**src/design/socket_pwr_defs.svh**
```systemverilog
// Offsets, field positions, reset values and timing counts of the socket power/clock control block.
// Assumes byte addressing on a 32-bit Avalon-MM slave port.
`ifndef SOCKET_PWR_DEFS_SVH
`define SOCKET_PWR_DEFS_SVH

// ==========================================================
// Register byte offsets
`define OFS_FORCE_EVENT   6'h0C
`define OFS_SUPPLY_CTRL   6'h10
`define OFS_CLOCK_PM      6'h20
`define OFS_EVT_STATUS    6'h30
`define OFS_EVT_CLEAR     6'h34
`define OFS_EVT_ENABLE    6'h38

// ==========================================================
// Field positions
`define CTRL_POLICY_BIT   7
`define CTRL_VCC_LSB      4
`define CTRL_VPP_LSB      0
`define PM_ACCESS_BIT     25
`define PM_RATE_BIT       24
`define PM_GATE_EN_BIT    16
`define PM_SLOW_SEL_BIT   0
`define FORCE_RETEST_BIT  14
`define FORCE_CAP_LSB     10

// ==========================================================
// Supply codes
`define SUP_OFF           3'h0
`define SUP_12V           3'h1
`define SUP_5V            3'h2
`define SUP_3V3           3'h3
`define SUP_XV            3'h4
`define SUP_YV            3'h5

// ==========================================================
// Reset values
`define RST_SUPPLY        3'h0
`define RST_EVT           3'h0

// ==========================================================
// Timing
`define CORE_PERIOD_NS    5
`define CB_PERIOD_NS      160
`define CB_NOMINAL_CYC    (`CB_PERIOD_NS / `CORE_PERIOD_NS)
`define CB_CHANGED_CYC    9'((4 * `CB_NOMINAL_CYC))

`endif

```
**src/design/socket_pwr_pkg.sv**
```systemverilog
// Types shared by the socket power/clock control block.
// Assumes socket_pwr_defs.svh supplies the offsets, field positions and codes; the bus and clock state encodings are set here.
package socket_pwr_pkg;

	typedef struct packed
	{
		logic       card_clock_stop_policy;
		logic [2:0] card_supply_request;
		logic [2:0] prog_supply_request;
	} supply_ctrl_t;

	typedef struct packed
	{
		logic clock_gate_enable;
		logic clock_stop_or_slow_select;
	} clock_pm_t;

	typedef struct packed
	{
		logic yv;
		logic xv;
		logic v3;
		logic v5;
	} card_caps_t;

	typedef struct packed
	{
		logic bad_request;
		logic rate_change;
		logic access;
	} evt_t;

	typedef struct packed
	{
		logic       card_clk;
		logic       card_access;
		logic       socket_idle;
		logic       host_stop_prep;
		card_caps_t caps;
	} pins_t;

	typedef enum logic [1:0]
	{
		BUS_WAIT = 2'h1,
		BUS_DONE = 2'h2
	} bus_state_t;

	typedef enum logic [2:0]
	{
		CLK_RUN  = 3'h1,
		CLK_STOP = 3'h2,
		CLK_SLOW = 3'h4
	} clk_state_t;

	typedef struct packed
	{
		bus_state_t   bus;
		logic [31:0]  rdata;
		supply_ctrl_t ctrl;
		logic         ctrl_enable;
		card_caps_t   caps;
		clock_pm_t    pm;
		logic         access_flag;
		logic         access_prev;
		logic         rate_prev;
		logic         bad_prev;
		evt_t         evt_status;
		evt_t         evt_enable;
		logic         irq;
		clk_state_t   clk;
		logic [2:0]   vcc_apply;
		logic [2:0]   vpp_apply;
	} state_t;

endpackage

```
**src/design/pin_sync.sv**
```systemverilog
// Two-flop synchroniser for a group of asynchronous pins.
// Assumes the pins are quasi-static relative to the core clock.
`timescale 1ns/100ps
module pin_sync
	import socket_pwr_pkg::*;
#(
	parameter int W = 1
)
(
	input  wire logic         clk,
	input  wire logic         rst_b,
	input  wire logic [W-1:0] din,
	output logic      [W-1:0] dout
);
	typedef struct packed
	{
		logic [W-1:0] meta_ff;
		logic [W-1:0] sync_ff;
	} sync_t;

	sync_t st_ff;
	sync_t nxt_st;

	always_comb
	begin
		nxt_st.meta_ff = din;
		nxt_st.sync_ff = st_ff.meta_ff;
	end

	always_ff @(posedge clk)
	begin
		if (!rst_b)
			st_ff <= '0;
		else
			st_ff <= nxt_st;
	end

	assign dout = st_ff.sync_ff;
endmodule // pin_sync

```
**src/design/cb_clock_monitor.sv**
```systemverilog
// Measures the card clock period in core cycles and flags a changed rate.
// Assumes the card clock input is already synchronised to the core clock.
`timescale 1ns/100ps
`include "socket_pwr_defs.svh"
module cb_clock_monitor
	import socket_pwr_pkg::*;
(
	input  wire logic clk,
	input  wire logic rst_b,
	input  wire logic cb_clk_sync,
	output logic      rate_changed
);
	typedef struct packed
	{
		logic       prev;
		logic [8:0] cnt;
		logic       changed;
	} mon_t;

	mon_t st_ff;
	mon_t nxt_st;

	always_comb
	begin
		nxt_st      = st_ff;
		nxt_st.prev = cb_clk_sync;
		if (cb_clk_sync && !st_ff.prev)
		begin
			// A full period has been seen: judge it
			nxt_st.changed = (st_ff.cnt >= `CB_CHANGED_CYC);
			nxt_st.cnt     = 9'h001;
		end
		else if (st_ff.cnt != 9'h1FF)
		begin
			nxt_st.cnt = st_ff.cnt + 9'h001;
		end
		// A stopped clock never gives an edge, so the running count must also flag it
		if (st_ff.cnt >= `CB_CHANGED_CYC)
			nxt_st.changed = 1'b1;
	end

	always_ff @(posedge clk)
	begin
		if (!rst_b)
			st_ff <= '0;
		else
			st_ff <= nxt_st;
	end

	assign rate_changed = st_ff.changed;
endmodule // cb_clock_monitor

```
**src/design/socket_power_clock_control.sv**
```systemverilog
// Socket supply and card clock power management registers on an Avalon-MM slave.
// Assumes socket pins are asynchronous to CORE_CLK and a host master that honours waitrequest.
// Rails leave as supply codes for an external power switch; the card clock itself is gated outside.
//
// Contract
// - Socket control bits 31..8 and 3 read zero; writes there are ignored.
// - Policy 0: reduce card clock only if socket idle and host clock stop is prepared.
// - Policy 1: reduce card clock whenever the socket is idle.
// - Card supply field 6..4: off, 5V, 3.3V, X.X, Y.Y; 001, 110, 111 reserved.
// - Programming supply field 2..0: off, 12V, 5V, 3.3V, X.X, Y.Y; 110, 111 reserved.
// - Apply only supplies the card accepts; refuse unacceptable requests.
// - Power management bits 31..26, 23..17, 15..1 read zero; writes ignored.
// - Access flag bit 25 sets on card access, clears on register read, resets zero.
// - Bit 24 reads 1 when card clock rate changed, 0 when normal.
// - Bit 16 gates the stop-or-slow select; select acts only while it is 1.
// - Select bit 0: 0 stops the card clock, 1 slows it by sixteen.
// - Writing the retest bit re-reads card capability and re-enables socket control.
// - Writing any force-capability bit disables socket control until a retest.
`timescale 1ns/100ps
`include "socket_pwr_defs.svh"
module socket_power_clock_control
	import socket_pwr_pkg::*;
(
	input  wire logic        CORE_CLK,
	input  wire logic        RST_B,
	input  wire logic [5:0]  AVS_ADDRESS,
	input  wire logic        AVS_READ,
	input  wire logic        AVS_WRITE,
	input  wire logic [31:0] AVS_WRITEDATA,
	input  wire logic [3:0]  AVS_BYTEENABLE,
	output logic      [31:0] AVS_READDATA,
	output logic             AVS_WAITREQUEST,
	input  wire logic        CARD_CLK,
	input  wire logic        CARD_ACCESS,
	input  wire logic        SOCKET_IDLE,
	input  wire logic        HOST_CLK_STOP_PREP,
	input  wire logic [3:0]  CARD_CAPS,
	output logic      [2:0]  VCC_APPLY,
	output logic      [2:0]  VPP_APPLY,
	output logic             CARD_CLK_STOP,
	output logic             CARD_CLK_SLOW,
	output logic             IRQ
);

	// ==========================================================
	// Pin synchronisers and card clock monitor
	pins_t pins;
	logic  rate_changed;

	pin_sync #(.W($bits(pins_t))) u_sync
	(
		.clk   (CORE_CLK),
		.rst_b (RST_B),
		.din   ({CARD_CLK, CARD_ACCESS, SOCKET_IDLE, HOST_CLK_STOP_PREP, CARD_CAPS}),
		.dout  (pins)
	);

	cb_clock_monitor u_mon
	(
		.clk          (CORE_CLK),
		.rst_b        (RST_B),
		.cb_clk_sync  (pins.card_clk),
		.rate_changed (rate_changed)
	);

	// ==========================================================
	// Supply acceptance
	function automatic logic vcc_ok(input logic [2:0] code, input card_caps_t c);
		logic ok;
		ok = 1'b0;
		unique case (code)
			`SUP_OFF: ok = 1'b1;
			`SUP_5V:  ok = c.v5;
			`SUP_3V3: ok = c.v3;
			`SUP_XV:  ok = c.xv;
			`SUP_YV:  ok = c.yv;
			default:  ok = 1'b0; // Reserved codes are refused
		endcase
		return ok;
	endfunction

	function automatic logic vpp_ok(input logic [2:0] code, input card_caps_t c);
		logic ok;
		ok = 1'b0;
		unique case (code)
			`SUP_OFF: ok = 1'b1;
			`SUP_12V: ok = c.v5 | c.v3;
			`SUP_5V:  ok = c.v5;
			`SUP_3V3: ok = c.v3;
			`SUP_XV:  ok = c.xv;
			`SUP_YV:  ok = c.yv;
			default:  ok = 1'b0;
		endcase
		return ok;
	endfunction

	// ==========================================================
	// State
	state_t st_ff;
	state_t nxt_st;

	logic        req;
	logic        take;
	logic        wr;
	logic        rd;
	logic [31:0] rd_val;
	logic        ok_vcc;
	logic        ok_vpp;
	logic        bad;
	logic        reduce_ok;
	logic        slow_sel;
	evt_t        evt_set;
	evt_t        evt_clr;

	always_comb
	begin
		nxt_st    = st_ff;
		req       = AVS_READ | AVS_WRITE;
		take      = req && (st_ff.bus == BUS_DONE);
		wr        = take && AVS_WRITE;
		rd        = take && AVS_READ;
		rd_val    = 32'h0000_0000;
		evt_clr   = '0;
		ok_vcc    = vcc_ok(st_ff.ctrl.card_supply_request, st_ff.caps);
		ok_vpp    = vpp_ok(st_ff.ctrl.prog_supply_request, st_ff.caps);
		bad       = st_ff.ctrl_enable && !(ok_vcc && ok_vpp);

		// ==========================================================
		// Read mux; unused bits stay zero
		unique case (AVS_ADDRESS)
			`OFS_SUPPLY_CTRL:
			begin
				rd_val[`CTRL_POLICY_BIT]                 = st_ff.ctrl.card_clock_stop_policy;
				rd_val[`CTRL_VCC_LSB +: 3]               = st_ff.ctrl.card_supply_request;
				rd_val[`CTRL_VPP_LSB +: 3]               = st_ff.ctrl.prog_supply_request;
			end
			`OFS_CLOCK_PM:
			begin
				rd_val[`PM_ACCESS_BIT]   = st_ff.access_flag;
				rd_val[`PM_RATE_BIT]     = rate_changed;
				rd_val[`PM_GATE_EN_BIT]  = st_ff.pm.clock_gate_enable;
				rd_val[`PM_SLOW_SEL_BIT] = st_ff.pm.clock_stop_or_slow_select;
			end
			`OFS_EVT_STATUS: rd_val[2:0] = st_ff.evt_status;
			`OFS_EVT_ENABLE: rd_val[2:0] = st_ff.evt_enable;
			default:         rd_val      = 32'h0000_0000;
		endcase

		// ==========================================================
		// Bus handshake: decode one cycle, answer with waitrequest low the next
		unique case (st_ff.bus)
			BUS_WAIT:
			begin
				if (req)
				begin
					nxt_st.bus   = BUS_DONE;
					nxt_st.rdata = rd_val;
				end
			end
			BUS_DONE:
			begin
				nxt_st.bus   = BUS_WAIT;
				nxt_st.rdata = 32'h0000_0000;
			end
			default:
			begin
				// Codes 00 and 11 only follow an upset; fall back to idle
				nxt_st.bus   = BUS_WAIT;
				nxt_st.rdata = 32'h0000_0000;
			end
		endcase

		// ==========================================================
		// Register writes take effect only on the accepting edge
		if (wr)
		begin
			unique case (AVS_ADDRESS)
				`OFS_SUPPLY_CTRL:
				begin
					// A disabled control register ignores software
					if (st_ff.ctrl_enable && AVS_BYTEENABLE[0])
					begin
						nxt_st.ctrl.card_clock_stop_policy = AVS_WRITEDATA[`CTRL_POLICY_BIT];
						nxt_st.ctrl.card_supply_request    = AVS_WRITEDATA[`CTRL_VCC_LSB +: 3];
						nxt_st.ctrl.prog_supply_request    = AVS_WRITEDATA[`CTRL_VPP_LSB +: 3];
					end
				end
				`OFS_CLOCK_PM:
				begin
					if (AVS_BYTEENABLE[2])
						nxt_st.pm.clock_gate_enable = AVS_WRITEDATA[`PM_GATE_EN_BIT];
					if (AVS_BYTEENABLE[0])
						nxt_st.pm.clock_stop_or_slow_select = AVS_WRITEDATA[`PM_SLOW_SEL_BIT];
				end
				`OFS_FORCE_EVENT:
				begin
					if (AVS_BYTEENABLE[1])
					begin
						if (AVS_WRITEDATA[`FORCE_CAP_LSB +: 4] != 4'h0)
						begin
							nxt_st.caps        = card_caps_t'(AVS_WRITEDATA[`FORCE_CAP_LSB +: 4]);
							nxt_st.ctrl_enable = 1'b0;
						end
						// Retest wins over a force in the same write
						if (AVS_WRITEDATA[`FORCE_RETEST_BIT])
						begin
							nxt_st.caps        = pins.caps;
							nxt_st.ctrl_enable = 1'b1;
						end
					end
				end
				`OFS_EVT_CLEAR:
				begin
					if (AVS_BYTEENABLE[0])
						evt_clr = evt_t'(AVS_WRITEDATA[2:0]);
				end
				`OFS_EVT_ENABLE:
				begin
					if (AVS_BYTEENABLE[0])
						nxt_st.evt_enable = evt_t'(AVS_WRITEDATA[2:0]);
				end
				default:
				begin
					nxt_st.evt_enable = st_ff.evt_enable;
				end
			endcase
		end

		// ==========================================================
		// Event edges, access flag and interrupt
		nxt_st.access_prev  = pins.card_access;
		nxt_st.rate_prev    = rate_changed;
		nxt_st.bad_prev     = bad;
		evt_set.access      = pins.card_access && !st_ff.access_prev;
		evt_set.rate_change = rate_changed && !st_ff.rate_prev;
		evt_set.bad_request = bad && !st_ff.bad_prev;

		// Set beats the clear-on-read, so an access landing on the read is not lost
		if (rd && (AVS_ADDRESS == `OFS_CLOCK_PM))
		begin
			nxt_st.access_flag = 1'b0;
		end
		if (evt_set.access)
		begin
			nxt_st.access_flag = 1'b1;
		end

		// Status bits are sticky; a new event outranks a clear in the same cycle
		nxt_st.evt_status = (st_ff.evt_status & ~evt_clr) | evt_set;
		nxt_st.irq        = |(nxt_st.evt_status & st_ff.evt_enable);

		// ==========================================================
		// Power switch drive: a refused request leaves that rail off
		nxt_st.vcc_apply = `RST_SUPPLY;
		nxt_st.vpp_apply = `RST_SUPPLY;
		if (st_ff.ctrl_enable && ok_vcc)
		begin
			nxt_st.vcc_apply = st_ff.ctrl.card_supply_request;
			// Programming supply never stands on a card whose main supply is off
			if (ok_vpp && (st_ff.ctrl.card_supply_request != `SUP_OFF))
			begin
				nxt_st.vpp_apply = st_ff.ctrl.prog_supply_request;
			end
		end

		// ==========================================================
		// Card clock-run decision
		reduce_ok = pins.socket_idle && (st_ff.ctrl.card_clock_stop_policy || pins.host_stop_prep);
		// Without the gate the select bit has no say, so a reduction is a stop
		slow_sel  = st_ff.pm.clock_gate_enable && st_ff.pm.clock_stop_or_slow_select;
		unique case (st_ff.clk)
			CLK_RUN:
			begin
				if (reduce_ok)
				begin
					if (slow_sel)
						nxt_st.clk = CLK_SLOW;
					else
						nxt_st.clk = CLK_STOP;
				end
			end
			// A select change while reduced moves straight between stop and slow
			CLK_STOP:
			begin
				if (!reduce_ok)
					nxt_st.clk = CLK_RUN;
				else if (slow_sel)
					nxt_st.clk = CLK_SLOW;
			end
			CLK_SLOW:
			begin
				if (!reduce_ok)
					nxt_st.clk = CLK_RUN;
				else if (!slow_sel)
					nxt_st.clk = CLK_STOP;
			end
			default:
			begin
				nxt_st.clk = CLK_RUN;
			end
		endcase
	end

	always_ff @(posedge CORE_CLK)
	begin
		if (!RST_B)
		begin
			st_ff             <= '0;
			st_ff.bus         <= BUS_WAIT;
			st_ff.clk         <= CLK_RUN;
			st_ff.ctrl_enable <= 1'b1;
			st_ff.evt_status  <= `RST_EVT;
			st_ff.evt_enable  <= `RST_EVT;
		end
		else
		begin
			st_ff <= nxt_st;
		end
	end

	// ==========================================================
	// Outputs straight from flops
	assign AVS_READDATA    = st_ff.rdata;
	assign AVS_WAITREQUEST = st_ff.bus[0];
	assign VCC_APPLY       = st_ff.vcc_apply;
	assign VPP_APPLY       = st_ff.vpp_apply;
	assign CARD_CLK_STOP   = st_ff.clk[1];
	assign CARD_CLK_SLOW   = st_ff.clk[2];
	assign IRQ             = st_ff.irq;
endmodule // socket_power_clock_control

```
**config.mk**
```make
export PLATFORM = sky130hd
export DESIGN_NAME = socket_power_clock_control
export DESIGN_NICKNAME = d
export VERILOG_FILES = /design/src/design/socket_pwr_pkg.sv /design/src/design/pin_sync.sv /design/src/design/cb_clock_monitor.sv /design/src/design/socket_power_clock_control.sv
export VERILOG_INCLUDE_DIRS = /design/src /design/src/design
export SDC_FILE = /design/constraint.sdc
export NUM_CORES = 1
export LEC_CHECK = 0
export ABC_AREA = 1
export BUFFER_PORTS_ARGS = -buffer_cell sky130_fd_sc_hd__buf_2
export CAP_MARGIN = 30
export CORE_MARGIN = 5
export CORE_UTILIZATION = 52
export CTS_CLUSTER_DIAMETER = 50
export DETAILED_ROUTE_END_ITERATION = 7
export PLACE_DENSITY = 0.79
export SLEW_MARGIN = 20
export SYNTH_ARGS = -nofsm -noshare
export SYNTH_HDL_FRONTEND = slang
export SYNTH_HIERARCHICAL = 1
export SYNTH_SLANG_ARGS = --single-unit
```
**constraint.sdc**
```tcl
create_clock -name CORE_CLK -period 2.3 [get_ports CORE_CLK]
set_input_delay 0.345 -clock CORE_CLK [delete_from_list [all_inputs] [get_ports CORE_CLK]]
set_output_delay 0.345 -clock CORE_CLK [all_outputs]
set_load 0.005 [all_outputs]
```
==> results of run 1 <==
[worst min-delay path by stage]
stage,endpoint,slack (ps),cells after the start
after floorplan,u_sync/dout[0],390,2
after global placement,u_sync/dout[0],400,2
after detailed placement,u_sync/dout[0],390,2
after CTS,u_sync/nxt_st[1],170,3
after global routing,u_sync/nxt_st[4],170,3
final,u_sync/nxt_st[1],190,3
[where the power goes]
part / switching, mW / leakage, nW / internal, mW
Sequential: 0.0160 / 0.594 / 1.30
Combinational: 0.117 / 1.07 / 0.0676
Clock: 0.431 / 0.0839 / 0.385
[cells in the mapped netlist, types with 2 or more instances]
| library cell | number |
|---|---|
| nor2_1 | 40 |
| nand3_1 | 35 |
| o21ai_0 | 27 |
| nand2_2 | 8 |
| clkbuf_1 | 3 |
| inv_2 | 7 |
| nor2_4 | 2 |
| dfxtp_1 | 73 |
| inv_1 | 64 |
| buf_4 | 38 |
| ha_1 | 3 |
| o21ai_1 | 4 |
| nand4_1 | 9 |
| nand2_1 | 84 |
| nand3_2 | 2 |
| nor3_2 | 2 |
| buf_6 | 3 |
| a21oi_1 | 34 |
| nor2_2 | 3 |
[routing by layer]
layer	wire [µm]	part of all wire, %	vias up	track usage (%)
met5	0	0	-	0
met4	74	1.2	0	5.955
met3	467	7.4	7	6.594
met2	3052	48	78	26.65
met1	2728	43	1158	19.02
li1	-	-	1441	-
[layout by cell type (no fill, tap or decap), drive strengths merged]
cell | Yosys | layout
a211oi | 1 | 1
nand4 | 9 | 9
nand3 | 37 | 37
a21oi | 35 | 35
inv | 71 | 71
nor2 | 45 | 45
or2 | 2 | 2
buf | 43 | 54
o21ai | 32 | 32
ha | 3 | 3
dfxtp | 73 | 73
o21bai | 1 | 1
clkbuf | 3 | 12
conb | 1 | 22
nand2 | 92 | 92
clkinv | 0 | 4
nor3 | 4 | 4
[state kept, by name, summed over array words and instances, names as in the netlist]
signal              flops
IRQ                     1
CARD_CLK_SLOW           1
AVS_WAITREQUEST         1
AVS_READDATA           10
u_sync/dout             8
CARD_CLK_STOP           1
u_mon/st_ff            10
VPP_APPLY               3
u_sync/nxt_st           8
u_mon/rate_changed      1
VCC_APPLY               3
st_ff                  26
[worst register-to-register path, delay by kind of cell, from the launching register on]
family          cells  cell delay (ps)
compound gates      1              130
simple gates        5              470
fa+ha+maj           2              520
buf+inv             1              140
flops               1              370
[metrics by stage]
step	setup WS, ps	util, %	instance area (µm²)	power [mW]	instances
final	581.6	56.90	3592	2.313	574
after floorplan	725.2	-	3423	1.492	473
after global placement	581.1	54.44	3437	1.517	558
after CTS	564.9	56.90	3592	2.342	574
after detailed placement	568.9	54.44	3437	1.523	558
after global routing	369.5	56.90	3592	2.429	574
[logic make-up after synthesis]
kind of cell    after synthesis  synth area share, %
buf+inv                     117                18.59
fa+ha+maj                     3                1.122
compound gates               69                10.70
flops                        73                43.70
other cells                   1               0.1121
simple gates                189                25.78
[area by class of cell]
class	count	area, µm²	share of cell area (%)
clock buffer	12	135.1	3.762
clock inverter	4	20.02	0.5573
inverter	71	266.5	7.419
multi-input combinational	283	1340	37.30
sequential	73	1461	40.68
tap	77	96.34	2.682
timing repair buffer	54	272.8	7.593
==> flow_summary.ini, run 1 <==
[synthesis]
synth_edf_count = 0
syn_area_um2 = 3344
synthDistinctLibCells = 30
synth_top_area_cell = dfxtp_1
synth_cells = 452
syn_avg_cell_area_um2 = 7.399
synth_top_area_share_pct = 43.70
synth_area_leaders = dfxtp_1, nand2_1, buf_4
ys_seq_area_share_pct = 43.70
synth-seq-cells = 73
synth_flop_cell = dfxtp_1
yosys_warnings = 6
asyncSetResetFlopFracSynth_pct = 0

[global_routing]
grt_max_degree = 26
grt_util_all_layers_pct = 16.24
antenna_found_initial = 0
grt-ovfl-total = 0
first_global_vias = 2499
grt_pass1_wl_um = 10970

[routing]
ant_nets = 0
num_vias = 2684
wl_um = 6323
post_drt_wl_per_cell_um = 11.02
drc = 0
firstDrtPassIters = 4
via_per_inst = 4.676
drt_iter0_drc = 160

[clocking]
cts_tree = built
clock_sinks = 73
cts_hold_buf = 0
cts_setup_buffers = 0
cts_resized = 0
cts-root-buf = clkbuf_8
cts_made_buffers = 9
clkTransAtPathRegs_ps = 70
htree_levels = 3
cts_buffer_depth = 2
insertion_delay_ps = 340

[floorplanning]
dieArea_um2 = 8135
rows = 29
core_um2 = 6314
fp.dieW_um = 90.20
pin_count = 96
start_util_pct = 52.97
die_y_um = 90.20

[sta]
fmax_ghz = 0.5819
fin_hold_ws_ps = 186.1
fin_setup_tns_ps = 0
period_share_pct = 74.71
skew_ps = 5.231
drv_slew = 0
rsz0062_at_grt = no
slew_headroom_pct = 64.17
finalHoldViolCount = 0
worstMarginPinSlew_ps = 531.8
finalSetupViolCount = 0
timing.final.crit_period_ps = 1718

[power]
vdd_drop_max_uv = 380.9
power_density_nw_per_um2 = 643.9
power_leakage_nw = 1.744

[worst_setup_path]
cp-end-kind = flop
crit_path_start = u_mon/st_ff[1]
crit_path_end = u_mon/st_ff[8]
crit_path_top_delay_cell = dfxtp_1
ff2ff_setup_slack_ps = 580
path_depth = 9
path_buf_inv = 1
crit_required_ps = 2540
critPathLaunchType = flop
reg2reg_depth = 9
path_cells = ha_1, nand2_1, nor3_1, ha_1, inv_2, nand2_1, nor2_1, a21oi_1, nor2_1
r2r_start = u_mon/st_ff[1]
slowest_delay_ps = 370
crit_arrival_ps = 1950
worstPathMaxFanout = 11
r2r_end = u_mon/st_ff[8]
worstSetupPathType = reg2reg
path_delay_family = adder cells

[layout]
drive_gt1_share_pct = 19.11
area_delta_synth_final_pct = 7.408
nFillCells = 610
n_antenna_cell = 0
fin_nets = 549

[hold_path]
worstHoldStart = CARD_CAPS[1]
hold_class = in2reg

[place]
hpwl_um = 4835
io_buffers = 53
gp_congestion = 0.8585

[run_status]
run_status = finished, final reports clean

[flow_run]
maxCapViolCount = 0
No activity file was read; power rests on OpenSTA's default activity.
==> inputs of run 2 (changes only) <==
CORE_UTILIZATION = 47   (was 52)
PLACE_DENSITY = 0.75   (was 0.79)
clock period = 1.4 ns   (was 2.3 ns; I/O delays follow)
==> run 2 against run 1 <==
The run now ends with negative setup slack left. Maximum frequency rose by 12%. Hold slack got worse by 140 ps. Flip-flop and latch count did not move. Total power rose by 88%. Wire length rose by 12%. Core utilization rose by 2.2 points. Sequential share of layout area fell by 4.5 points. Clock-buffer cell count did not move. First-iteration DRC count fell by 3.1%. Clock power rose by 120%. Final area rose by 13%. Critical path type unchanged. Critical endpoint is now u_mon/st_ff[7]. Largest power group unchanged.
==> flow_summary.ini, run 2 (synthesis gave the netlist of run 1 again) <==
[run_status]
violations = negative setup slack
run_status = finished with violations

[layout]
final_common_cell = nand2_1
multi_input_area_um2 = 1460
area_delta_synth_final_pct = 21.47
fin_nets = 581
largest_reg_flops = 26
seq_area_um2 = 1469
nFillCells = 651
final_cells = 625
final_cell_mix = nand2_1, dfxtp_1, inv_1
drive_gt1_share_pct = 29.11
top_register = st_ff
n_antenna_cell = 0

[routing]
num_vias = 2889
wl_um = 7110
post_drt_wl_per_cell_um = 11.38
ant_nets = 0
drc = 0
drt_iter0_drc = 155
via_per_inst = 4.622
firstDrtPassIters = 4

[sta]
layout_setup_ws_ps = -130.3
period_share_pct = 109.3
fin_setup_tns_ps = -329.2
finalSetupViolCount = 6
drv_slew = 0
fin_hold_ws_ps = 47.36
finalHoldViolCount = 0
skew_ps = 13.25
rsz0062_at_grt = yes
fmax_ghz = 0.6535
timing.final.crit_period_ps = 1530

[worst_setup_path]
crit_required_ps = 1670
critPathLaunchType = flop
crit_arrival_ps = 1800
worstSetupPathType = reg2reg
cp-end-kind = flop
worstPathMaxFanout = 4

[power]
power_leakage_nw = 1.959
power_density_nw_per_um2 = 1068
vdd_drop_max_uv = 510.6
total_power_mw = 4.340

[global_routing]
antenna_found_initial = 0
grt_max_degree = 15
grt-ovfl-total = 0
grt_pass1_wl_um = 11530
grt_util_all_layers_pct = 16.28
first_global_vias = 2758

[floorplanning]
fp.dieW_um = 94.36
dieArea_um2 = 8903
core_um2 = 6869
die_y_um = 94.36
rows = 30
pin_count = 96
start_util_pct = 48.69

[place]
gp_congestion = 0.8852
hpwl_um = 5312
dp_cells = 603
preCtsSetupSlack_ps = -68.76
io_buffers = 53

[clocking]
insertion_delay_ps = 340
cts_tree = built
clkTransAtPathRegs_ps = 70
cts-root-buf = clkbuf_8
htree_levels = 3
cts_made_buffers = 9
clock_sinks = 73
cts_buffer_depth = 2

[flow_run]
maxCapViolCount = 0

[hold_path]
hold_class = in2reg
## run 2: cell count changes in the layout (fill, tap and decap cells not counted), moves of 3 or more
cell,change
clkinv_2,-4
buf_4,+30
dfxtp_2,+6
o21ai_0,-3
a21oi_1,-6
inv_1,-3
dfxtp_1,-6
nand2_1,-4
a21oi_2,+6
nand3_4,+3
## run 2: stage by stage
step / utilization (%) / area [µm²]
floorplan: - / 3446
global placement: 53.55 / 3679
detailed placement: 53.55 / 3679
CTS: 56.96 / 3913
global route: 59.14 / 4063
finish: 59.14 / 4063
## run 2: repair_timing
item	CTS	global route
gates cloned	0	1
buffers inserted	0	5
hold buffers	0	0
gates resized for setup	3	36
pin swaps	2	6
endpoints found under the setup margin	5	25
## run 2: path summary, 6_finish.rpt
path,from,end,slack [ps],cells after the start
worst max-delay path,u_mon/st_ff[2],u_mon/st_ff[7],-130,9
worst min-delay path,CARD_CLK,u_sync/nxt_st[7],50,3
worst max register to register,u_mon/st_ff[2],u_mon/st_ff[7],-130,9
worst min register to register,u_sync/nxt_st[0],u_sync/dout[0],410,2
## run 2: power breakdown
group	leakage [nW]	total (mW)	internal, mW	switching (mW)
logic	1.26	0.376	0.159	0.217
clock network	0.107	1.80	1.06	0.747
registers	0.595	2.16	2.13	0.0283
total	1.96	4.34	3.35	0.992
## run 2: metal layers
layer  vias up  track usage [%]  part of all wire (%)
met2        66            28.66                    52
met5         -                0                     0
met1      1311            18.03                    42
li1       1502                -                     -
met4         0            6.739                   1.6
met3        10            5.259                   5.1
## run 2: final cells by class
| type | count | share of cell area, % |
|---|---|---|
| clock buffers | 12 | 3.573 |
| clock inverters | 4 | 1.879 |
| inverters | 71 | 6.806 |
| multi-input cells | 283 | 35.94 |
| flip-flops and latches | 73 | 36.16 |
| well taps | 96 | 2.957 |
| repair buffers | 85 | 12.53 |
| repair inverters | 1 | 0.1540 |
## run 2: worst max-delay path, cell delays in order, from the launching register on
cell and delay, ps:
dfxtp_2 360, ha_4 150, nand2_4 60, nor3_4 220, ha_4 210, buf_4 140, nor2_1 40, nand3_1 80
nand2_1 80, a21oi_1 120
==> inputs of run 3 (changes only) <==
ABC_AREA = unset   (was 1)
CORE_UTILIZATION = 30   (was 47)
PLACE_DENSITY = 0.52   (was 0.75)
==> run 3 against run 2 <==
The flow still finishes with violations (negative setup slack). Final area down 0.62%. Clock-buffer cell count is 2 higher. Flip-flop and latch count did not move. Non-clock buffer count up 20. Sequential power barely moved. Worst setup slack improved by 24 ps. Combinational power decreased by 21%. Critical endpoint is now u_mon/st_ff[6].
==> flow_summary.ini, run 3 <==
[run_status]
run_status = finished with violations
violations = negative setup slack

[routing]
ant_nets = 0
met1_length_um = 3288
routed.top_layer = met5
met3_length_um = 423
wl_um = 7091
post_drt_wl_per_cell_um = 12.82
via_per_inst = 4.284
route.met2.wl_um = 3238
firstDrtPassIters = 6
drt_iter0_drc = 94
drc = 0
num_vias = 2369

[power]
combPwrFrac_pct = 7.8
p_int_mw = 2.943
power_leakage_nw = 1.857
power_switching_share_pct = 23.09
vdd_drop_max_uv = 346.6
total_power_mw = 3.827
power_density_nw_per_um2 = 947.8
switchingPower_mw = 0.8835
clock_power_share_pct = 36.5
power_frac_seq_pct = 55.7

[worst_setup_path]
crit_arrival_ps = 1780
worstSetupPathType = reg2reg
crit_path_start = u_mon/st_ff[2]
r2r_start = u_mon/st_ff[2]
r2r_end = u_mon/st_ff[6]
reg2reg_depth = 7
ff2ff_setup_slack_ps = -110
crit_path_end = u_mon/st_ff[6]
crit_required_ps = 1670
worstPathMaxFanout = 6
critPathLaunchType = flop
cp-end-kind = flop

[place]
io_buffers = 53
hpwl_um = 5486
gp_congestion = 0.8052

[sta]
finalSetupViolCount = 15
fmax_ghz = 0.6639
fin_hold_ws_ps = 75.69
finalHoldViolCount = 0
drv_slew = 0
rsz0062_at_grt = yes
period_share_pct = 107.6
skew_ps = 9.821
timing.final.crit_period_ps = 1506
layout_setup_ws_ps = -106.4

[synthesis]
synth_top_family_by_area = simple AND/OR/NAND/NOR gates
post-synth-top-count-cell = dfxtp_1
synth_mux_area_share_pct = 7.157
synth_top_area_share_pct = 45.43
ys_top_cells_by_count = dfxtp_1, buf_4, mux2i_1, nor2_1, nor2b_1
synth-compound-area-share_pct = 9.607
ys_seq_area_share_pct = 45.43
synth_area_leaders = dfxtp_1, buf_4, mux2i_1
synth_top_area_cell = dfxtp_1
yosys_warnings = 6
synth-simple-area-share_pct = 23.42
synth_fa_ha_area_share_pct = 1.478
synth-seq-cells = 73
synth_edf_count = 0
asyncSetResetFlopFracSynth_pct = 0
synth_cells = 326
synth-xor-area-share_pct = 1.361
synth_flop_cell = dfxtp_1
syn_avg_cell_area_um2 = 9.868
syn_area_um2 = 3217
synthDistinctLibCells = 54

[global_routing]
grt-ovfl-total = 0
grt_pass1_wl_um = 11140
grt_util_all_layers_pct = 10.95
grt_max_degree = 23
antenna_found_initial = 1
first_global_vias = 2339

[floorplanning]
pin_count = 96
start_util_pct = 31.02
die_y_um = 113.6
core_um2 = 10370
dieArea_um2 = 12890
rows = 37
fp.dieW_um = 113.6

[layout]
final_cell_mix = dfxtp_1, buf_2, buf_4
largest_reg_flops = 26
n_antenna_cell = 0
final_common_cell = dfxtp_1
fin_nets = 470
top_register = st_ff
drive_gt1_share_pct = 37.41
nFillCells = 1084
area_delta_synth_final_pct = 25.52

[clocking]
cts-root-buf = clkbuf_8
cts_tree = built
cts_buffer_depth = 2
cts_made_buffers = 9
clock_sinks = 73
clkTransAtPathRegs_ps = 70
htree_levels = 3
cts_hold_buf = 0
insertion_delay_ps = 340

[hold_path]
worstHoldStart = HOST_CLK_STOP_PREP
hold_class = in2reg

[flow_run]
maxCapViolCount = 0
[run 3: cell types whose count changed after synthesis, moves of 7 or more]
cell | previous run | this run
nand2_1 | 84 | 15
nand3_1 | 35 | 8
and2_1 | 0 | 10
nor2b_1 | 0 | 19
nor2_1 | 40 | 19
and2_2 | 0 | 12
inv_2 | 7 | 0
nand2_2 | 8 | 0
mux2i_1 | 0 | 23
inv_1 | 64 | 5
o21ai_0 | 27 | 9
nand4_1 | 9 | 1
a21oi_1 | 34 | 9
[run 3: cell families (layout without fill, tap and decap cells)]
logic type	after synthesis	in the layout
flops	73	73
mux	23	23
buf+inv	55	125
fa+ha+maj	4	4
other cells	1	22
xor+xnor	5	5
compound gates	45	45
simple gates	120	120
[run 3: per-layer routing]
layer / up-vias / global-route usage, %
li1: 1235 / -
met2: 58 / 17.35
met5: - / 0
met1: 1062 / 13.58
met3: 12 / 3.236
met4: 2 / 5.288
[run 3: power groups by stage]
stage               Combinational, mW  Sequential [mW]  Clock, mW
floorplan                       0.184             2.19          0
global placement                0.292             2.18          0
detailed placement              0.295             2.18          0
CTS                             0.300             2.13       1.47
global route                    0.333             2.13       1.56
finish                          0.298             2.13       1.40
[run 3: how the worst min path moves through the flow]
| stage | endpoint | slack (ps) | depth (start not counted) |
|---|---|---|---|
| 3_3_place_gp | u_sync/nxt_st[3] | 420 | 2 |
| 6_report | u_sync/nxt_st[4] | 80 | 2 |
| 4_1_cts | u_sync/nxt_st[4] | 60 | 2 |
| 5_1_grt | u_sync/nxt_st[1] | 60 | 2 |
| 2_1_floorplan | st_ff[13] | 330 | 1 |
| 3_5_place_dp | u_sync/nxt_st[2] | 420 | 2 |
[run 3: critical path, stage by stage, from the launching register on]
cell and delay (ps):
dfxtp_4 350, ha_4 160, nand3_2 60, nor2_1 40
ha_2 200, nand4b_4 190, or3_1 320, a21oi_1 120
[run 3: stage by stage]
stage	setup TNS [ps]	std cells	cell area (µm²)	util [%]	setup slack (ps)
6_report	-798.9	553	4038	38.94	-106.4
5_1_grt	-2757	553	4038	38.94	-196.2
4_1_cts	-1510	552	3999	38.56	-126.0
3_5_place_dp	-6204	536	3802	36.67	-291.8
3_3_place_gp	-5675	536	3802	36.67	-250.8
2_1_floorplan	-827.5	347	3347	-	-171.0
[run 3: repair_timing]
action / in CTS / in global routing
endpoints found under the setup margin: 26 / 25
pin swaps: 7 / 8
setup buffers: 1 / 1
gates resized for setup: 10 / 10
[run 3: layout make-up]
| type | instances | area (µm²) | share of cell area [%] |
|---|---|---|---|
| well taps | 136 | 170.2 | 4.214 |
| clock inverters | 1 | 5.005 | 0.1240 |
| inverters | 5 | 18.77 | 0.4648 |
| multi-input cells | 219 | 1556 | 38.55 |
| flip-flops and latches | 73 | 1475 | 36.54 |
| clock buffers | 14 | 152.6 | 3.781 |
| repair buffers | 105 | 659.4 | 16.33 |
